$ cat src/common/pipc_pkg.sv
// ****************************************************************
// register map and field layout
// ****************************************************************
package pipc_pkg;

	// byte offsets on the wishbone register bus
	localparam logic [7:0] OFS_EXT_INT_PIN_CTRL  = 8'h00;
	localparam logic [7:0] OFS_PORT_PULL_ENABLE  = 8'h04;
	localparam logic [7:0] OFS_PORT_SLEW_ENABLE  = 8'h08;
	localparam logic [7:0] OFS_PORT_DRIVE_SELECT = 8'h0C;
	localparam logic [7:0] OFS_PORT_INT_CTRL     = 8'h10;
	localparam logic [7:0] OFS_PORT_EDGE_SELECT  = 8'h14;
	localparam logic [7:0] OFS_PORT_INT_SELECT   = 8'h18;
	localparam logic [7:0] OFS_PORT_DIRECTION    = 8'h1C;
	localparam logic [7:0] OFS_PORT_DATA_OUT     = 8'h20;
	localparam logic [7:0] OFS_PORT_PIN_STATE    = 8'h24;

	// ext_int_pin_ctrl field positions
	localparam int EXT_PULL_DISABLE_BIT = 6;
	localparam int EXT_POLARITY_BIT     = 5;
	localparam int EXT_FUNC_ENABLE_BIT  = 4;
	localparam int EXT_EVENT_FLAG_BIT   = 3;
	localparam int EXT_EVENT_ACK_BIT    = 2;
	localparam int EXT_INT_ENABLE_BIT   = 1;
	localparam int EXT_DETECT_MODE_BIT  = 0;

	// port_int_ctrl field positions
	localparam int PORT_INT_FLAG_BIT    = 3;
	localparam int PORT_INT_ACK_BIT     = 2;
	localparam int PORT_INT_ENABLE_BIT  = 1;
	localparam int PORT_DETECT_MODE_BIT = 0;

	// values after reset
	localparam logic [7:0] RST_EXT_INT_PIN_CTRL  = 8'h00;
	localparam logic [7:0] RST_PORT_PULL_ENABLE  = 8'h00;
	localparam logic [7:0] RST_PORT_SLEW_ENABLE  = 8'h00;
	localparam logic [7:0] RST_PORT_DRIVE_SELECT = 8'h00;
	localparam logic [7:0] RST_PORT_INT_CTRL     = 8'h00;
	localparam logic [7:0] RST_PORT_EDGE_SELECT  = 8'h00;
	localparam logic [7:0] RST_PORT_INT_SELECT   = 8'h00;
	localparam logic [7:0] RST_PORT_DIRECTION    = 8'h00;
	localparam logic [7:0] RST_PORT_DATA_OUT     = 8'h00;

	// bus data width and largest port the byte lane can hold
	localparam int WB_DATA_W     = 32;
	localparam int PORT_MAX_W    = 8;
	localparam int SYNC_STAGES   = 2;

	// wishbone slave states
	typedef enum logic [0:0] {
		WB_IDLE,
		WB_ACK
	} pipc_wb_state_e;

endpackage : pipc_pkg

$ cat src/hdl/pipc_top.sv
`timescale 1ns/1ps
// Behaviour
// - pull disable bit 6 turns off the external pin pull while the pin function is on
// - polarity bit 5: 0 falling edge or low level, 1 rising edge or high level
// - enabled pin pulls down for rising polarity, up for falling, unless pull disabled
// - pin acts as interrupt input only while function enable bit 4 is set
// - event flag bit 3 sets on a qualifying event and stays until acknowledged
// - writing 1 to ack bit 2 clears the flag; 0 does nothing; reads 0
// - in edge-and-level mode the flag stays set while the pin is asserted
// - enable bit 1 requests an interrupt whenever the flag is set
// - mode bit 0: 0 edge only, 1 edge and level, with chosen polarity
// - per-pin pull enable; output pins keep the pull off
// - port pull is a pull-down only for interrupt pins selecting rising polarity
// - per-pin slew control enable, no effect on input pins
// - per-pin drive select, 0 low and 1 high, no effect on input pins
// - port flag bit 3 reports an event, ignores writes; bits 7 to 4 read 0
// - writing 1 to port ack bit 2 clears the port flag; reads 0
// - port enable bit 1 gates the port interrupt request
// - port mode bit 0: 0 edges only, 1 edges and levels, per-pin polarity
module pipc_top #(
	parameter int PORT_WIDTH = 8
) (
	// clock and reset
	input  wire logic                  i_clk,
	input  wire logic                  i_rst,
	// wishbone slave
	input  wire logic                  i_wb_cyc,
	input  wire logic                  i_wb_stb,
	input  wire logic                  i_wb_we,
	input  wire logic [7:0]            i_wb_adr,
	input  wire logic [3:0]            i_wb_sel,
	input  wire logic [31:0]           i_wb_dat,
	output logic      [31:0]           o_wb_dat,
	output logic                       o_wb_ack,
	// external interrupt pin
	input  wire logic                  i_ext_pin,
	output logic                       o_ext_pull_en,
	output logic                       o_ext_pull_up,
	output logic                       o_ext_irq,
	// port pins and pad controls
	input  wire logic [PORT_WIDTH-1:0] i_port_pin,
	output logic      [PORT_WIDTH-1:0] o_port_out,
	output logic      [PORT_WIDTH-1:0] o_port_oe,
	output logic      [PORT_WIDTH-1:0] o_port_pull_en,
	output logic      [PORT_WIDTH-1:0] o_port_pull_up,
	output logic      [PORT_WIDTH-1:0] o_port_slew_en,
	output logic      [PORT_WIDTH-1:0] o_port_drive_high,
	output logic                       o_port_irq
);

	// ****************************************************************
	// declarations
	// ****************************************************************
	localparam int PAD_W = pipc_pkg::WB_DATA_W - PORT_WIDTH;

	pipc_pkg::pipc_wb_state_e wb_state_r;
	logic [31:0]              wb_dat_r;
	logic [31:0]              wb_dat_nxt;
	logic                     wb_ack_r;
	logic                     wb_req;
	logic                     wb_wr;

	// external pin control fields
	logic ext_pull_disable_r;
	logic ext_polarity_r;
	logic ext_func_enable_r;
	logic ext_event_flag_r;
	logic ext_event_flag_nxt;
	logic ext_int_enable_r;
	logic ext_detect_mode_r;
	logic ext_ack_wr;

	// port registers
	logic [PORT_WIDTH-1:0] port_pull_enable_r;
	logic [PORT_WIDTH-1:0] port_slew_enable_r;
	logic [PORT_WIDTH-1:0] port_drive_select_r;
	logic [PORT_WIDTH-1:0] port_pin_edge_select_r;
	logic [PORT_WIDTH-1:0] port_int_select_r;
	logic [PORT_WIDTH-1:0] port_direction_r;
	logic [PORT_WIDTH-1:0] port_data_out_r;
	logic                  port_int_flag_r;
	logic                  port_int_flag_nxt;
	logic                  port_int_enable_r;
	logic                  port_detect_mode_r;
	logic                  port_ack_wr;

	// synchronised pins and detection
	logic                  ext_level;
	logic                  ext_level_prev;
	logic                  ext_asserted;
	logic                  ext_asserted_prev;
	logic                  ext_event;
	logic [PORT_WIDTH-1:0] port_level;
	logic [PORT_WIDTH-1:0] port_level_prev;
	logic [PORT_WIDTH-1:0] port_asserted;
	logic [PORT_WIDTH-1:0] port_asserted_prev;
	logic [PORT_WIDTH-1:0] port_pin_event;
	logic                  port_event;

	// pad control next values and their output registers
	logic [PORT_WIDTH-1:0] port_pull_en_nxt;
	logic [PORT_WIDTH-1:0] port_pull_up_nxt;
	logic [PORT_WIDTH-1:0] port_slew_en_nxt;
	logic [PORT_WIDTH-1:0] port_drive_high_nxt;
	logic [PORT_WIDTH-1:0] port_pull_en_r;
	logic [PORT_WIDTH-1:0] port_pull_up_r;
	logic [PORT_WIDTH-1:0] port_slew_en_r;
	logic [PORT_WIDTH-1:0] port_drive_high_r;
	logic [PORT_WIDTH-1:0] port_out_r;
	logic [PORT_WIDTH-1:0] port_oe_r;
	logic                  ext_pull_en_r;
	logic                  ext_pull_up_r;
	logic                  ext_irq_r;
	logic                  port_irq_r;

	// elaboration check: the port must fit the low byte lane
	if (PORT_WIDTH < 1 || PORT_WIDTH > pipc_pkg::PORT_MAX_W) begin : g_chk
		$error("pipc_top: PORT_WIDTH must be 1 to 8");
	end

	// ****************************************************************
	// wishbone slave
	// ****************************************************************

	// request seen only in idle so each cycle is answered once
	assign wb_req     = i_wb_cyc && i_wb_stb && (wb_state_r == pipc_pkg::WB_IDLE);
	assign wb_wr      = wb_req && i_wb_we && i_wb_sel[0];
	assign ext_ack_wr = wb_wr && (i_wb_adr == pipc_pkg::OFS_EXT_INT_PIN_CTRL)
	                    && i_wb_dat[pipc_pkg::EXT_EVENT_ACK_BIT];
	assign port_ack_wr = wb_wr && (i_wb_adr == pipc_pkg::OFS_PORT_INT_CTRL)
	                     && i_wb_dat[pipc_pkg::PORT_INT_ACK_BIT];

	// one-cycle ack, dropped in the following cycle
	always_ff @(posedge i_clk or posedge i_rst) begin
		if (i_rst) begin
			wb_state_r <= pipc_pkg::WB_IDLE;
			wb_ack_r   <= 1'b0;
		end else begin
			case (wb_state_r)
				pipc_pkg::WB_IDLE: begin
					wb_ack_r <= wb_req;
					if (wb_req) begin
						wb_state_r <= pipc_pkg::WB_ACK;
					end
				end
				pipc_pkg::WB_ACK: begin
					wb_ack_r   <= 1'b0;
					wb_state_r <= pipc_pkg::WB_IDLE;
				end
				default: begin
					wb_ack_r   <= 1'b0;
					wb_state_r <= pipc_pkg::WB_IDLE;
				end
			endcase
		end
	end

	// read mux; ack bits and reserved bits read zero, unmapped reads zero
	always_comb begin
		wb_dat_nxt = 32'h0000_0000;
		case (i_wb_adr)
			pipc_pkg::OFS_EXT_INT_PIN_CTRL: begin
				wb_dat_nxt[pipc_pkg::EXT_PULL_DISABLE_BIT] = ext_pull_disable_r;
				wb_dat_nxt[pipc_pkg::EXT_POLARITY_BIT]     = ext_polarity_r;
				wb_dat_nxt[pipc_pkg::EXT_FUNC_ENABLE_BIT]  = ext_func_enable_r;
				wb_dat_nxt[pipc_pkg::EXT_EVENT_FLAG_BIT]   = ext_event_flag_r;
				wb_dat_nxt[pipc_pkg::EXT_INT_ENABLE_BIT]   = ext_int_enable_r;
				wb_dat_nxt[pipc_pkg::EXT_DETECT_MODE_BIT]  = ext_detect_mode_r;
			end
			pipc_pkg::OFS_PORT_INT_CTRL: begin
				wb_dat_nxt[pipc_pkg::PORT_INT_FLAG_BIT]    = port_int_flag_r;
				wb_dat_nxt[pipc_pkg::PORT_INT_ENABLE_BIT]  = port_int_enable_r;
				wb_dat_nxt[pipc_pkg::PORT_DETECT_MODE_BIT] = port_detect_mode_r;
			end
			pipc_pkg::OFS_PORT_PULL_ENABLE:  wb_dat_nxt = {{PAD_W{1'b0}}, port_pull_enable_r};
			pipc_pkg::OFS_PORT_SLEW_ENABLE:  wb_dat_nxt = {{PAD_W{1'b0}}, port_slew_enable_r};
			pipc_pkg::OFS_PORT_DRIVE_SELECT: wb_dat_nxt = {{PAD_W{1'b0}}, port_drive_select_r};
			pipc_pkg::OFS_PORT_EDGE_SELECT:  wb_dat_nxt = {{PAD_W{1'b0}}, port_pin_edge_select_r};
			pipc_pkg::OFS_PORT_INT_SELECT:   wb_dat_nxt = {{PAD_W{1'b0}}, port_int_select_r};
			pipc_pkg::OFS_PORT_DIRECTION:    wb_dat_nxt = {{PAD_W{1'b0}}, port_direction_r};
			pipc_pkg::OFS_PORT_DATA_OUT:     wb_dat_nxt = {{PAD_W{1'b0}}, port_data_out_r};
			pipc_pkg::OFS_PORT_PIN_STATE:    wb_dat_nxt = {{PAD_W{1'b0}}, port_level};
			default:                         wb_dat_nxt = 32'h0000_0000;
		endcase
	end

	// read data captured with the ack
	always_ff @(posedge i_clk or posedge i_rst) begin
		if (i_rst) begin
			wb_dat_r <= 32'h0000_0000;
		end else if (wb_req && !i_wb_we) begin
			wb_dat_r <= wb_dat_nxt;
		end
	end

	// ****************************************************************
	// control registers
	// ****************************************************************

	// external pin control; flag bit is not writable
	always_ff @(posedge i_clk or posedge i_rst) begin
		if (i_rst) begin
			ext_pull_disable_r <= pipc_pkg::RST_EXT_INT_PIN_CTRL[pipc_pkg::EXT_PULL_DISABLE_BIT];
			ext_polarity_r     <= pipc_pkg::RST_EXT_INT_PIN_CTRL[pipc_pkg::EXT_POLARITY_BIT];
			ext_func_enable_r  <= pipc_pkg::RST_EXT_INT_PIN_CTRL[pipc_pkg::EXT_FUNC_ENABLE_BIT];
			ext_int_enable_r   <= pipc_pkg::RST_EXT_INT_PIN_CTRL[pipc_pkg::EXT_INT_ENABLE_BIT];
			ext_detect_mode_r  <= pipc_pkg::RST_EXT_INT_PIN_CTRL[pipc_pkg::EXT_DETECT_MODE_BIT];
		end else if (wb_wr && i_wb_adr == pipc_pkg::OFS_EXT_INT_PIN_CTRL) begin
			ext_pull_disable_r <= i_wb_dat[pipc_pkg::EXT_PULL_DISABLE_BIT];
			ext_polarity_r     <= i_wb_dat[pipc_pkg::EXT_POLARITY_BIT];
			ext_func_enable_r  <= i_wb_dat[pipc_pkg::EXT_FUNC_ENABLE_BIT];
			ext_int_enable_r   <= i_wb_dat[pipc_pkg::EXT_INT_ENABLE_BIT];
			ext_detect_mode_r  <= i_wb_dat[pipc_pkg::EXT_DETECT_MODE_BIT];
		end
	end

	// port interrupt control; flag bit is not writable
	always_ff @(posedge i_clk or posedge i_rst) begin
		if (i_rst) begin
			port_int_enable_r  <= pipc_pkg::RST_PORT_INT_CTRL[pipc_pkg::PORT_INT_ENABLE_BIT];
			port_detect_mode_r <= pipc_pkg::RST_PORT_INT_CTRL[pipc_pkg::PORT_DETECT_MODE_BIT];
		end else if (wb_wr && i_wb_adr == pipc_pkg::OFS_PORT_INT_CTRL) begin
			port_int_enable_r  <= i_wb_dat[pipc_pkg::PORT_INT_ENABLE_BIT];
			port_detect_mode_r <= i_wb_dat[pipc_pkg::PORT_DETECT_MODE_BIT];
		end
	end

	// per-pin port configuration registers
	always_ff @(posedge i_clk or posedge i_rst) begin
		if (i_rst) begin
			port_pull_enable_r     <= pipc_pkg::RST_PORT_PULL_ENABLE[PORT_WIDTH-1:0];
			port_slew_enable_r     <= pipc_pkg::RST_PORT_SLEW_ENABLE[PORT_WIDTH-1:0];
			port_drive_select_r    <= pipc_pkg::RST_PORT_DRIVE_SELECT[PORT_WIDTH-1:0];
			port_pin_edge_select_r <= pipc_pkg::RST_PORT_EDGE_SELECT[PORT_WIDTH-1:0];
			port_int_select_r      <= pipc_pkg::RST_PORT_INT_SELECT[PORT_WIDTH-1:0];
			port_direction_r       <= pipc_pkg::RST_PORT_DIRECTION[PORT_WIDTH-1:0];
			port_data_out_r        <= pipc_pkg::RST_PORT_DATA_OUT[PORT_WIDTH-1:0];
		end else if (wb_wr) begin
			case (i_wb_adr)
				pipc_pkg::OFS_PORT_PULL_ENABLE:  port_pull_enable_r     <= i_wb_dat[PORT_WIDTH-1:0];
				pipc_pkg::OFS_PORT_SLEW_ENABLE:  port_slew_enable_r     <= i_wb_dat[PORT_WIDTH-1:0];
				pipc_pkg::OFS_PORT_DRIVE_SELECT: port_drive_select_r    <= i_wb_dat[PORT_WIDTH-1:0];
				pipc_pkg::OFS_PORT_EDGE_SELECT:  port_pin_edge_select_r <= i_wb_dat[PORT_WIDTH-1:0];
				pipc_pkg::OFS_PORT_INT_SELECT:   port_int_select_r      <= i_wb_dat[PORT_WIDTH-1:0];
				pipc_pkg::OFS_PORT_DIRECTION:    port_direction_r       <= i_wb_dat[PORT_WIDTH-1:0];
				pipc_pkg::OFS_PORT_DATA_OUT:     port_data_out_r        <= i_wb_dat[PORT_WIDTH-1:0];
				default: begin
				end
			endcase
		end
	end

	// ****************************************************************
	// pin synchronisers
	// ****************************************************************

	// external interrupt pin
	pipc_pin_sync #(
		.WIDTH(1)
	) u_ext_sync (
		.i_clk        (i_clk),
		.i_rst        (i_rst),
		.i_pin        (i_ext_pin),
		.o_level      (ext_level),
		.o_level_prev (ext_level_prev)
	);

	// port pins
	pipc_pin_sync #(
		.WIDTH(PORT_WIDTH)
	) u_port_sync (
		.i_clk        (i_clk),
		.i_rst        (i_rst),
		.i_pin        (i_port_pin),
		.o_level      (port_level),
		.o_level_prev (port_level_prev)
	);

	// ****************************************************************
	// event detection
	// ****************************************************************

	// both samples judged with the current polarity, so a polarity write makes no edge
	assign ext_asserted      = ext_polarity_r ? ext_level : ~ext_level;
	assign ext_asserted_prev = ext_polarity_r ? ext_level_prev : ~ext_level_prev;
	assign ext_event         = ext_func_enable_r
	                           && (ext_detect_mode_r ? ext_asserted
	                                                 : (ext_asserted && !ext_asserted_prev));

	// per-pin polarity, edge or level, and pad control
	for (genvar g = 0; g < PORT_WIDTH; g++) begin : g_pin
		assign port_asserted[g]      = port_pin_edge_select_r[g] ? port_level[g] : ~port_level[g];
		assign port_asserted_prev[g] = port_pin_edge_select_r[g] ? port_level_prev[g] : ~port_level_prev[g];
		assign port_pin_event[g]     = port_int_select_r[g]
		                               && (port_detect_mode_r ? port_asserted[g]
		                                                      : (port_asserted[g] && !port_asserted_prev[g]));
		assign port_pull_en_nxt[g]    = port_pull_enable_r[g] && !port_direction_r[g];
		assign port_pull_up_nxt[g]    = !(port_int_select_r[g] && port_pin_edge_select_r[g]);
		assign port_slew_en_nxt[g]    = port_slew_enable_r[g] && port_direction_r[g];
		assign port_drive_high_nxt[g] = port_drive_select_r[g] && port_direction_r[g];
	end

	assign port_event = |port_pin_event;

	// ****************************************************************
	// sticky event flags
	// ****************************************************************

	// set wins over ack; a held level keeps setting, so ack cannot clear it
	assign ext_event_flag_nxt  = ext_event || (ext_event_flag_r && !ext_ack_wr);
	assign port_int_flag_nxt   = port_event || (port_int_flag_r && !port_ack_wr);

	// flag registers
	always_ff @(posedge i_clk or posedge i_rst) begin
		if (i_rst) begin
			ext_event_flag_r <= pipc_pkg::RST_EXT_INT_PIN_CTRL[pipc_pkg::EXT_EVENT_FLAG_BIT];
			port_int_flag_r  <= pipc_pkg::RST_PORT_INT_CTRL[pipc_pkg::PORT_INT_FLAG_BIT];
		end else begin
			ext_event_flag_r <= ext_event_flag_nxt;
			port_int_flag_r  <= port_int_flag_nxt;
		end
	end

	// ****************************************************************
	// output registers
	// ****************************************************************

	// interrupt requests follow the flags one cycle later
	always_ff @(posedge i_clk or posedge i_rst) begin
		if (i_rst) begin
			ext_irq_r  <= 1'b0;
			port_irq_r <= 1'b0;
		end else begin
			ext_irq_r  <= ext_event_flag_r && ext_int_enable_r;
			port_irq_r <= port_int_flag_r && port_int_enable_r;
		end
	end

	// external pin pull: only while the function is on and not disabled
	always_ff @(posedge i_clk or posedge i_rst) begin
		if (i_rst) begin
			ext_pull_en_r <= 1'b0;
			ext_pull_up_r <= 1'b1;
		end else begin
			ext_pull_en_r <= ext_func_enable_r && !ext_pull_disable_r;
			ext_pull_up_r <= !ext_polarity_r;
		end
	end

	// port pad controls and output drivers
	always_ff @(posedge i_clk or posedge i_rst) begin
		if (i_rst) begin
			port_pull_en_r    <= '0;
			port_pull_up_r    <= '1;
			port_slew_en_r    <= '0;
			port_drive_high_r <= '0;
			port_out_r        <= '0;
			port_oe_r         <= '0;
		end else begin
			port_pull_en_r    <= port_pull_en_nxt;
			port_pull_up_r    <= port_pull_up_nxt;
			port_slew_en_r    <= port_slew_en_nxt;
			port_drive_high_r <= port_drive_high_nxt;
			port_out_r        <= port_data_out_r;
			port_oe_r         <= port_direction_r;
		end
	end

	assign o_wb_dat          = wb_dat_r;
	assign o_wb_ack          = wb_ack_r;
	assign o_ext_pull_en     = ext_pull_en_r;
	assign o_ext_pull_up     = ext_pull_up_r;
	assign o_ext_irq         = ext_irq_r;
	assign o_port_out        = port_out_r;
	assign o_port_oe         = port_oe_r;
	assign o_port_pull_en    = port_pull_en_r;
	assign o_port_pull_up    = port_pull_up_r;
	assign o_port_slew_en    = port_slew_en_r;
	assign o_port_drive_high = port_drive_high_r;
	assign o_port_irq        = port_irq_r;

endmodule : pipc_top

$ cat src/hdl/pipc_pin_sync.sv
`timescale 1ns/1ps
// ****************************************************************
// pin synchroniser with one extra stage for edge history
// ****************************************************************
module pipc_pin_sync #(
	parameter int WIDTH = 8
) (
	// clock and reset
	input  wire logic             i_clk,
	input  wire logic             i_rst,
	// raw pins
	input  wire logic [WIDTH-1:0] i_pin,
	// synchronised level and the level one cycle earlier
	output logic      [WIDTH-1:0] o_level,
	output logic      [WIDTH-1:0] o_level_prev
);

	logic [WIDTH-1:0] meta_r;
	logic [WIDTH-1:0] level_r;
	logic [WIDTH-1:0] prev_r;

	// elaboration check on width
	if (WIDTH < 1) begin : g_chk
		$error("pipc_pin_sync: WIDTH must be at least 1");
	end

	// two-flop crossing; first stage only feeds the second
	always_ff @(posedge i_clk or posedge i_rst) begin
		if (i_rst) begin
			meta_r  <= '0;
			level_r <= '0;
		end else begin
			meta_r  <= i_pin;
			level_r <= meta_r;
		end
	end

	// history stage for edge detection
	always_ff @(posedge i_clk or posedge i_rst) begin
		if (i_rst) begin
			prev_r <= '0;
		end else begin
			prev_r <= level_r;
		end
	end

	assign o_level      = level_r;
	assign o_level_prev = prev_r;

endmodule : pipc_pin_sync

$ cat config.mk
export PLATFORM = sky130hd
export DESIGN_NAME = pipc_top
export DESIGN_NICKNAME = d
export VERILOG_FILES = /design/src/common/pipc_pkg.sv /design/src/hdl/pipc_top.sv /design/src/hdl/pipc_pin_sync.sv
export SDC_FILE = /design/constraint.sdc
export NUM_CORES = 1
export LEC_CHECK = 0
export BUFFER_PORTS_ARGS = -buffer_cell sky130_fd_sc_hd__clkbuf_2
export CORE_MARGIN = 2
export CORE_UTILIZATION = 50
export DETAILED_ROUTE_END_ITERATION = 10
export GPL_TIMING_DRIVEN = 0
export PLACE_DENSITY = 0.85
export SLEW_MARGIN = 40
export SYNTH_ARGS = -nofsm -noshare
export SYNTH_HDL_FRONTEND = slang
export SYNTH_SLANG_ARGS = --single-unit
$ cat constraint.sdc
create_clock -name i_clk -period 5.1 [get_ports i_clk]
set_clock_uncertainty 0.2 [all_clocks]
set_input_delay 0.255 -clock i_clk [delete_from_list [all_inputs] [get_ports i_clk]]
set_output_delay 0.255 -clock i_clk [all_outputs]
set_load 0.1 [all_outputs]
### Yosys cells after proc, flatten, opt, wreduce, memory -nomap -nowiden

Cells that the tools add are included.

* eq/ne operators: 9
* multiplexer cells: 35
* bitwise operators: 19
* reduce and logical (&&, ||, !) cells: 105

Operators with widths (number)
* logical AND 1 bit: 64
* equality test 8 x 5 -> 1 bit (second input constant): 4
* zero test 1 bit: 30
* 2-to-1 mux 1 bit: 28
* case mux 3 bit (9 select lines): 1
* case mux 2 bit (10 select lines): 1
* inverter 1 bit: 19
* equality test 8 x 4 -> 1 bit (second input constant): 2
* equality test 8 x 6 -> 1 bit (second input constant): 2
* case mux 1 bit (8 select lines): 2
* AND reduction 2 bit: 7
* case mux 1 bit (10 select lines): 1
* equality test 8 x 3 -> 1 bit (second input constant): 1
* zero test 8 bit: 1
* OR reduction 8 bit: 1
* case mux 1 bit (2 select lines): 2
* logical OR 1 bit: 2

* register bits: 178
* bits of input ports: 58

### Depth between registers and ports, before layout

Gate-level depths: netlist of run 1.

* word-level depth: 9
* depth in mapped cells: 7
* gate-level depth less buffers: 5

### Hierarchy

Synthesis of run 1 repeated with hierarchy kept, for this count alone.

* cell total of the unflattened synthesis: 470
* area total of the unflattened synthesis: 6206.0 um^2

Modules (own cells, without submodules)
* pipc_top: times used 1, cells an instance 441, area an instance 5522.8 um^2, sequential area each 3164.3 um^2
* pipc_pin_sync at u_port_sync: times used 1, cells an instance 25, area an instance 604.3 um^2, sequential area each 600.6 um^2
* pipc_pin_sync at u_ext_sync: times used 1, cells an instance 4, area an instance 78.8 um^2, sequential area each 75.1 um^2

### Worst setup path before layout of run 1

OpenSTA, ideal clock, no wires.

* path kind: reg-to-reg
* from: register, netlist name o_wb_ack
* to: register port_direction_r[0]
* library setup time: 125 ps
* arrival: 2111 ps
* data required time: 4775 ps
* slack: 2664 ps
* cell stages (with the launch flop): 6
* cell sequence: dfrtp_1 and3b_1 buf_2 nand3_1 nor3_4 mux2_2

RTL lines
* end signal: assignment: line pipc_top.sv:236 `port_direction_r <= pipc_pkg::RST_PORT_DIRECTION[PORT_WIDTH-1:0];`
* end signal: assignment: line pipc_top.sv:245 `pipc_pkg::OFS_PORT_DIRECTION: port_direction_r <= i_wb_dat[PORT_WIDTH-1:0];`
* end: declaration: line pipc_top.sv:79 `logic [PORT_WIDTH-1:0] port_direction_r;`

==> results.tsv, run 1 <==
metric	value	unit
status	finished, final reports clean	
clk_path_buf_depth	2	
cts_resized	0	
whs	0.0201	ns
die_h	117	um
core_area	0.0125	mm2
cp_cell_sequence	and3b_1 -> buf_2 -> nand3_1 -> nor3_4 -> mux2_2	
endpoint_kind	flip-flop	
cts_tree	built	
min_path_type	input pin to flip-flop	
synth_enable_flop_cells	0	
hold_path_end	port_int_enable_r$_DFFE_PP0P_	
synthCells	480	
p_leak	3.84	nW
drive_gt1_share	38.3	%
max_clock_freq	0.434	GHz
clkPwrFrac	47.0	%
critPathMaxStageDelay	0.60	ns
ioPinCount	143	
std_cell_rows	41	
drv_slew	0	
p_comb_share	8.2	%
start_kind	flip-flop	
crit_family	simple AND/OR/NAND/NOR gates	
gp_congestion	0.888	
reg2reg_setup_slack	2.79	ns
setup_tns	0	ns
seq_area_frac_synth	60.6	%
grt.busiest_layer	met2	
grtUsageMet2	39.1	%
worstPathMaxFanout	8	
timing.rr.start	o_wb_ack$_DFF_PP0_	
vias	4262	
antenna_found_initial	0	
ys_warn_count	0	
synth_cell_type_count	61	
p_per_area	355	mW/mm2
grt_max_degree	78	
grt_pass1_vias	4217	
syn_avg_cell_area	13.2	um2
switching_share	23.9	%
portBuffers	85	
n_antenna_cell	0	
finalCritPeriodShare	45.2	%
drt-pass1-iter-count	5	
grt_pass1_wl	23700	um
hold_path_depth	2	
area_delta_synth_final	23.9	%
htree_levels	4	
hold_viol_final	0	
cp_slowest_cell	nor3_4	
p_switching	0.000666	W
met1_usage	31.7	%
cts-buffers-inserted	17	
path_class	flip-flop to flip-flop	
grt_overflow	0	
fp.dieW	117	um
async_reset_ff_share	100	%
drt-wirelength-per-cell	19.1	um
cp.arrival	2.41	ns
slew_headroom	54.5	%
met3_usage	6.12	%
cts_setup_buffers	0	
track_usage	24.0	%
post_drt_via_cell_ratio	5.29	
critPathRequiredTime	5.21	ns
crit_buf_inv	1	
cts_sinks	153	
drtIter0Drc	377	
p_total	0.00279	W
n_fill_cell	1002	
drv_cap	0	
num-nets-final	679	
fin_util	62.7	%
p_int	0.00212	W
ant_nets	0	
reg2reg_depth	5	
dp_hpwl	10900	um
netlist_area	0.00634	mm2
route.detailed.drc	0	
regToRegEndpoint	port_direction_r[0]$_DFFE_PP0P_	
clk_pin_slew	0.06	ns
ir_drop	0.214	mV
start_util	50.6	%
drt-total-wl	15400	um
pwr-share-seq	44.9	%
setup_viol	0	
clockRootBuffer	clkbuf_16	
clock_latency	0.43	ns
rsz0062_at_grt	no	
period_needed	2.31	ns
tightest_slew	0.679	ns
dieArea	0.0136	mm2
synthFlopType	dfrtp_1	
hold_start	i_wb_dat[1]	
ys_seq_elements	153	
## metrics by stage
| stage | area (um2) | instances | setup WS, ns |
|---|---|---|---|
| floorplan | 6420 | 503 | 0.538 |
| global placement | 7060 | 760 | -0.713 |
| detailed placement | 7100 | 761 | 2.70 |
| CTS | 7850 | 806 | 2.77 |
| global route | 7850 | 806 | 2.66 |
| finish | 7850 | 806 | 2.79 |
## worst register-to-register path: stages, from the launching register on
cell     delay [ns]
dfrtp_1        0.37
and3b_1        0.20
buf_2          0.20
nand3_1        0.21
nor3_4         0.60
mux2_2         0.41
## kinds of logic (layout without fill, tap and decap cells)
logic type | Yosys count | count (layout) | share of synthesized area [%]
AO/OA/AOI/OAI | 66 | 66 | 7.07
XOR/XNOR | 4 | 4 | 0.553
buffers and inverters | 44 | 175 | 4.60
flip-flops | 153 | 153 | 60.6
multiplexers | 74 | 74 | 13.3
other | 1 | 24 | 0.0592
AND/OR/NAND/NOR | 138 | 138 | 13.8
## cells in the final DEF (no fill, tap or decap), drive strengths merged, types with 2 or more instances in the layout
| master | n |
|---|---|
| nor4 | 4 |
| o22ai | 3 |
| nor4b | 4 |
| buf | 38 |
| a32oi | 4 |
| nand2 | 40 |
| nor3 | 12 |
| nand4 | 6 |
| a221oi | 3 |
| and2 | 19 |
| a22oi | 8 |
| inv | 5 |
| bufinv | 4 |
| nand3 | 7 |
| xnor2 | 2 |
| mux2 | 64 |
| a2111oi | 3 |
| nand3b | 2 |
| nor2b | 12 |
| clkbuf | 109 |
| clkinvlp | 3 |
| mux2i | 8 |
| dlygate4sd3 | 13 |
| a21oi | 12 |
| and3 | 4 |
| o211ai | 2 |
| clkinv | 3 |
| conb | 24 |
| nor2 | 23 |
| dfstp | 9 |
| o21ai | 20 |
| o2bb2ai | 2 |
| mux4 | 2 |
| xor2 | 2 |
| dfrtp | 144 |
| or3 | 2 |
## how the worst max path moves through the flow
stage          depth (start not counted)                               to  slack (ns)                from
2_1_floorplan                          1    ext_detect_mode_r$_DFFE_PP0P_        0.54               i_rst
3_3_place_gp                           2   port_data_out_r[7]$_DFFE_PP0P_       -0.71               i_rst
3_5_place_dp                           5  port_direction_r[3]$_DFFE_PP0P_        2.70         i_wb_adr[5]
4_1_cts                                5  port_direction_r[0]$_DFFE_PP0P_        2.77  o_wb_ack$_DFF_PP0_
5_1_grt                                5  port_direction_r[0]$_DFFE_PP0P_        2.66  o_wb_ack$_DFF_PP0_
6_report                               5  port_direction_r[0]$_DFFE_PP0P_        2.79  o_wb_ack$_DFF_PP0_
## power groups by stage
| stage | logic [W] | registers (W) | clock network [W] |
|---|---|---|---|
| 5_1_grt | 0.000244 | 0.00125 | 0.00139 |
| 3_3_place_gp | 0.000213 | 0.00127 | 0 |
| 4_1_cts | 0.000228 | 0.00125 | 0.00133 |
| 2_1_floorplan | 0.000158 | 0.00128 | 0 |
| 6_report | 0.000228 | 0.00125 | 0.00131 |
| 3_5_place_dp | 0.000220 | 0.00127 | 0 |
## per-layer routing
metal / vias up / wire [um]
met1: 2121 / 6450
met3: 30 / 1040
met5: - / 0
li1: 1938 / -
met4: 0 / 302
met2: 173 / 7630
## cells in the mapped netlist (3+ instances only)
master | n | area, um2
dfrtp_1 | 144 | 3600
mux2_2 | 59 | 664
nand2_1 | 40 | 150
buf_4 | 25 | 188
o21ai_0 | 19 | 95.1
and2_1 | 18 | 113
nor2_1 | 16 | 60.1
a21oi_1 | 12 | 60.1
nor2b_1 | 11 | 68.8
dfstp_2 | 9 | 236
nor3_1 | 9 | 45.0
a22oi_1 | 8 | 60.1
buf_2 | 8 | 40.0
mux2i_1 | 8 | 80.1
nand3_1 | 7 | 35.0
nor2_4 | 6 | 67.6
mux2_1 | 5 | 56.3
a32oi_1 | 4 | 35.0
and3_1 | 4 | 25.0
inv_1 | 4 | 15.0
nand4_1 | 4 | 25.0
a221oi_1 | 3 | 26.3
buf_6 | 3 | 33.8
clkbuf_1 | 3 | 11.3
nor4b_4 | 3 | 71.3
o22ai_1 | 3 | 18.8
## final cells by class
type / instances / area [um2] / area share [%]
Timing Repair Buffer: 99 / 583 / 7.43
Buffer: 40 / 277 / 3.52
Inverter: 4 / 22.5 / 0.287
Tap cell: 172 / 215 / 2.74
Clock buffer: 21 / 450 / 5.74
Multi-Input combinational cell: 306 / 2290 / 29.2
Clock inverter: 11 / 170 / 2.17
Sequential cell: 153 / 3840 / 48.9
## timing repair
action / in CTS / in global routing
hold buffers: 13 / 0
hold endpoints to repair: 94 / 0
endpoints found under the setup margin: 0 / 0
Power figures use the tool's default switching activity.
==> run 2, diff against run 1 <==
- CORE_UTILIZATION: 50 -> 49
- PLACE_DENSITY: 0.85 -> 0.86
- clock period: 5.1 -> 1.85 ns (I/O delays scaled with it)
==> run 2 against run 1 <==
The run now ends with setup timing left. Final cell count up 4.2%. Flip-flop and latch count unchanged. Critical path depth up 2. Power rose to 2.6 times the previous value. Global-route usage fell by 0.35 points. Final area up 8.5%. Fmax is 18% higher. Die area up 2.0%. Combinational power grew to 3.1 times the previous value. Utilization grew 4.8 points. Critical path type unchanged.
==> results.tsv, run 2 (synthesis results as in run 1) <==
metric	value	unit	change
tightest_slew	0.552	ns	was 0.679 ns
layout_common_cells	143 x dfrtp_1, 86 x clkbuf_2, 61 x mux2_4		was 144 x dfrtp_1, 85 x clkbuf_2, 59 x mux2_2
ant_nets	0		unchanged
ioPinCount	143		unchanged
gp_congestion	0.936		was 0.888
route.detailed.drc	0		unchanged
start_kind	flip-flop		unchanged
p_leak	4.05	nW	was 3.84 nW
num-nets-final	713		was 679
core_area	0.0126	mm2	was 0.0125 mm2
dieArea	0.0139	mm2	was 0.0136 mm2
p_per_area	851	mW/mm2	was 355 mW/mm2
met1_usage	31.1	%	was 31.7%
dp_hpwl	11300	um	was 10900 um
cts_tree	built		unchanged
endpoint_kind	flip-flop		unchanged
antenna_found_initial	0		unchanged
die_h	118	um	was 117 um
drive_gt1_share	42.2	%	was 38.3%
cts_sinks	153		unchanged
cts-buffers-inserted	17		unchanged
rsz0062_at_grt	yes		was no
area_delta_synth_final	34.4	%	was 23.9%
grt_max_degree	29		was 78
grt.busiest_layer	met2		unchanged
post_drt_via_cell_ratio	5.32		was 5.29
critPathMaxStageDelay	0.40	ns	was 0.60 ns
drt-total-wl	15800	um	was 15400 um
clk_pin_slew	0.06	ns	about the same
drtIter0Drc	315		was 377
grt_pass1_wl	25000	um	was 23700 um
grtUsageMet2	38.7	%	was 39.1%
p_total	0.00724	W	was 0.00279 W
preCtsSetupSlack	-0.449	ns	was 2.70 ns
cp.arrival	2.05	ns	was 2.41 ns
setup_viol	54		was 0
grt_overflow	0		unchanged
clockRootBuffer	clkbuf_16		unchanged
grt_pass1_vias	4534		was 4217
cp_slowest_cell	dfrtp_2		was nor3_4
critPathRequiredTime	1.95	ns	was 5.21 ns
clk_path_buf_depth	2		unchanged
status	complete, but fails checks		was finished, final reports clean
drv_cap	0		unchanged
htree_levels	4		unchanged
finalCritPeriodShare	106	%	was 45.2%
portBuffers	85		unchanged
drt-wirelength-per-cell	18.8	um	was 19.1 um
period_needed	1.95	ns	was 2.31 ns
std_cell_rows	41		unchanged
n_antenna_cell	0		unchanged
cp_cell_sequence	and3b_1 -> buf_6 -> nand4_4 -> buf_4 -> nor2_4 -> buf_12 -> mux2_4		was and3b_1 -> buf_2 -> nand3_1 -> nor3_4 -> mux2_2
fp.dieW	118	um	was 117 um
hold_viol_final	0		unchanged
max_clock_freq	0.512	GHz	was 0.434 GHz
drt-pass1-iter-count	5		unchanged
final_common_cell	dfrtp_1		unchanged
track_usage	23.7	%	was 24.0%
clock_latency	0.42	ns	was 0.43 ns
min_path_type	input pin to flip-flop		unchanged
violations	setup timing		
slew_headroom	63.4	%	was 54.5%
met3_usage	5.47	%	was 6.12%
ir_drop	0.451	mV	was 0.214 mV
crit_buf_inv	3		was 1
drv_slew	0		unchanged
start_util	50.2	%	was 50.6%
crit_family	buffers and inverters		was simple AND/OR/NAND/NOR gates
setup_slack	-0.103	ns	was 2.79 ns
worstPathMaxFanout	8		unchanged
vias	4471		was 4262
path_class	flip-flop to flip-flop		unchanged
==> run 2: timing repair <==
| item | CTS | global route |
|---|---|---|
| hold endpoints to repair | 196 | 0 |
| pin swaps | 8 | 4 |
| buffers inserted | 15 | 5 |
| hold buffers | 22 | 0 |
| setup endpoints to repair | 54 | 90 |
| resized for setup | 8 | 10 |
==> run 2: metal layers <==
layer	share of wire, %	vias up
met1	43	2252
met4	2.4	0
met2	49	183
met5	0	-
li1	-	2009
met3	5.5	27
==> run 2: final timing paths <==
kind	startpoint	to	slack [ns]	depth (start not counted)
min in group asynchronous	i_rst	o_port_slew_en[0]$_DFF_PP0_	0.64	5
min reg2reg	u_port_sync.meta_r[7]$_DFF_PP0_	u_port_sync.o_level[7]$_DFF_PP0_	0.15	0
max reg2reg	o_wb_ack$_DFF_PP0_	port_drive_select_r[2]$_DFFE_PP0P_	-0.10	7
max	o_wb_ack$_DFF_PP0_	port_drive_select_r[2]$_DFFE_PP0P_	-0.10	7
max in group asynchronous	i_rst	o_port_pull_up[5]$_DFF_PP1_	0.22	7
min	i_wb_sel[0]	port_detect_mode_r$_DFFE_PP0P_	0.06	4
==> run 2: layout make-up <==
class / instances / area, um2
sequential: 153 / 3840
buffer: 40 / 304
fill: 904 / 4110
clock inverter: 11 / 76.3
inverter: 4 / 21.3
multi-input combinational: 306 / 2570
tap: 172 / 215
timing repair buffer: 133 / 1030
clock buffer: 21 / 460
==> run 2: worst min-delay path: stages <==
cell      delay (ns)
clkbuf_2        0.16
nand4_4         0.19
nor2_4          0.06
o21ai_0         0.13
==> run 2: power breakdown <==
group	leakage, nW	total (W)	switching [W]	internal [W]
combinational	1.79	0.000702	0.000491	0.000211
sequential	2.02	0.00345	0.0000443	0.00340
clock	0.243	0.00309	0.00132	0.00177
==> run 2: stage by stage <==
step	std cells	TNS (ns)	cell area, um2	utilization, %	hold WS (ns)
after global placement	760	-167.86	7360	58.3	0.00120
after global routing	840	-6.71	8510	67.5	0.0851
after CTS	835	-1.56	8440	66.9	0.0352
after detailed placement	766	-15.36	7500	59.4	-0.118
after floorplan	503	-67.39	6720	-	-0.0761
final	840	-3.01	8510	67.5	0.0563
==> run 3, diff against run 2 <==
- CELL_PAD_IN_SITES_DETAIL_PLACEMENT: default -> 1
- CELL_PAD_IN_SITES_GLOBAL_PLACEMENT: default -> 1
- CORE_UTILIZATION: 49 -> 39
- CTS_CLUSTER_DIAMETER: default -> 150
- MAX_ROUTING_LAYER: default -> met4
==> run 3 against run 2 <==
First-iteration DRC count fell by 19%. Power is 6.9% higher. Global-route usage about the same. Critical endpoint unchanged. Combinational power grew 0.7%. Non-clock buffer count down 2. Fmax barely moved. Critical path depth stayed put. The run still ends with setup timing left.
==> results.tsv, run 3 (synthesis results as in run 1) <==
metric	value	unit	change
cp.arrival	2.06	ns	was 2.05 ns
cts_sinks	153		unchanged
worstPathMaxFanout	5		was 8
met3_usage	5.09	%	was 5.47%
layout_common_cells	139 x dfrtp_1, 85 x clkbuf_2, 61 x mux2_4		was 143 x dfrtp_1, 86 x clkbuf_2, 61 x mux2_4
gp_congestion	0.868		was 0.936
critPathRequiredTime	1.96	ns	was 1.95 ns
slew_headroom	62.7	%	was 63.4%
track_usage	23.7	%	about the same
violations	setup timing		unchanged
clk_pin_slew	0.06	ns	about the same
drive_gt1_share	44.6	%	was 42.2%
drt-total-wl	18600	um	was 15800 um
dieArea	0.0173	mm2	was 0.0139 mm2
tightest_slew	0.560	ns	was 0.552 ns
grt_max_degree	29		unchanged
htree_levels	4		unchanged
timing.rr.start	o_wb_ack$_DFF_PP0_		unchanged
whs	0.0152	ns	was 0.0563 ns
rsz0062_at_grt	yes		unchanged
drtIter0Drc	255		was 315
start_kind	flip-flop		unchanged
finalCritPeriodShare	106	%	about the same
n_antenna_cell	0		unchanged
reg2reg_setup_slack	-0.10	ns	about the same
period_needed	1.95	ns	about the same
grt.busiest_layer	met2		unchanged
area_delta_synth_final	36.9	%	was 34.4%
min_path_type	input pin to async pin		was input pin to flip-flop
drt-wirelength-per-cell	21.1	um	was 18.8 um
p_per_area	893	mW/mm2	was 851 mW/mm2
regToRegEndpoint	port_drive_select_r[2]$_DFFE_PP0P_		unchanged
ir_drop	0.637	mV	was 0.451 mV
met1_usage	29.1	%	was 31.1%
std_cell_rows	46		was 41
clk_path_buf_depth	2		unchanged
grtUsageMet2	39.6	%	was 38.7%
crit_end	port_drive_select_r[2]$_DFFE_PP0P_		unchanged
portBuffers	85		unchanged
post_drt_via_cell_ratio	5.07		was 5.32
stdcell_area	0.00867	mm2	was 0.00851 mm2
dp_hpwl	13200	um	was 11300 um
clockRootBuffer	clkbuf_16		unchanged
drv_cap	0		unchanged
setup_slack	-0.104	ns	was -0.103 ns
status	complete, but fails checks		unchanged
start_util	39.9	%	was 50.2%
max_clock_freq	0.512	GHz	about the same
reg2reg_depth	7		unchanged
grt_pass1_wl	30200	um	was 25000 um
grt_overflow	0		unchanged
path_class	flip-flop to flip-flop		unchanged
antenna_found_initial	0		unchanged
p_leak	4.10	nW	was 4.05 nW
place_area	0.00755	mm2	was 0.00750 mm2
core_area	0.0159	mm2	was 0.0126 mm2
ant_nets	0		unchanged
cts_tree	built		unchanged
grt_pass1_vias	5014		was 4534
crit_path_start	o_wb_ack$_DFF_PP0_		unchanged
die_h	131	um	was 118 um
fp.dieW	131	um	was 118 um
clock_latency	0.43	ns	was 0.42 ns
drv_slew	0		unchanged
endpoint_kind	flip-flop		unchanged
setup_viol	54		unchanged
num-nets-final	711		was 713
hold_viol_final	0		unchanged
cts-buffers-inserted	17		unchanged
route.detailed.drc	0		unchanged
vias	4468		was 4471
final_common_cell	dfrtp_1		unchanged
drt-pass1-iter-count	4		was 5
ioPinCount	143		unchanged
==> run 3: worst max-delay path: stages, from the launching register on <==
cell	delay, ns
dfrtp_2	0.39
and3b_1	0.22
buf_6	0.13
nand4_4	0.13
buf_6	0.16
nor2_4	0.13
buf_6	0.16
mux2_4	0.30
==> run 3: per-layer routing <==
metal	routed length, um	vias up	part of all wire (%)
met5	0	-	0
met4	288	0	1.5
met3	794	28	4.3
met2	9560	123	51
met1	7960	2305	43
li1	-	2012	-
==> run 3: how the worst min path moves through the flow <==
stage / startpoint / slack, ns / endpoint / depth (start not counted)
6_report: i_rst / 0.02 / port_slew_enable_r[2]$_DFFE_PP0P_ / 3
5_1_grt: i_rst / 0.04 / o_port_slew_en[6]$_DFF_PP0_ / 3
4_1_cts: i_wb_adr[6] / 0.005 / o_wb_dat[3]$_DFFE_PP0P_ / 4
3_5_place_dp: i_rst / -0.1 / o_port_drive_high[6]$_DFF_PP0_ / 2
3_3_place_gp: i_port_pin[2] / 0.002 / u_port_sync.meta_r[2]$_DFF_PP0_ / 1
2_1_floorplan: i_ext_pin / -0.08 / u_ext_sync.meta_r$_DFF_PP0_ / 0
==> run 3: report_power, final <==
part / total, W / internal (W) / switching (W)
Sequential: 0.00345 / 0.00340 / 0.0000460
Clock: 0.00359 / 0.00220 / 0.00139
Combinational: 0.000707 / 0.000203 / 0.000504
==> run 3: final cells by class <==
type,count,area (um2)
plain buffers,38,284
clock buffers,22,464
clock inverters,10,145
fillers,1652,7210
inverters,4,18.8
multi-input cells,306,2630
flip-flops and latches,153,3850
well taps,216,270
repair buffers,133,1010
==> run 3: metrics by stage <==
| step | setup slack, ns | cells | TNS [ns] | total power [W] | utilization, % |
|---|---|---|---|---|---|
| after floorplan | -0.532 | 503 | -67.39 | 0.00398 | - |
| after global placement | -1.36 | 804 | -185.97 | 0.00412 | 46.7 |
| after CTS | -0.0868 | 881 | -2.20 | 0.00779 | 54.2 |
| after detailed placement | -0.532 | 810 | -16.76 | 0.00417 | 47.5 |
| final | -0.104 | 882 | -3.04 | 0.00774 | 54.6 |
| after global routing | -0.181 | 882 | -8.17 | 0.00799 | 54.6 |
==> run 3: what timing repair did <==
item | in CTS | in global routing
endpoints found under the setup margin | 56 | 71
resized for setup | 20 | 22
cloned | 0 | 0
buffers inserted | 20 | 2
hold endpoints to repair | 188 | 0
pin swaps | 10 | 12
hold buffers | 20 | 0
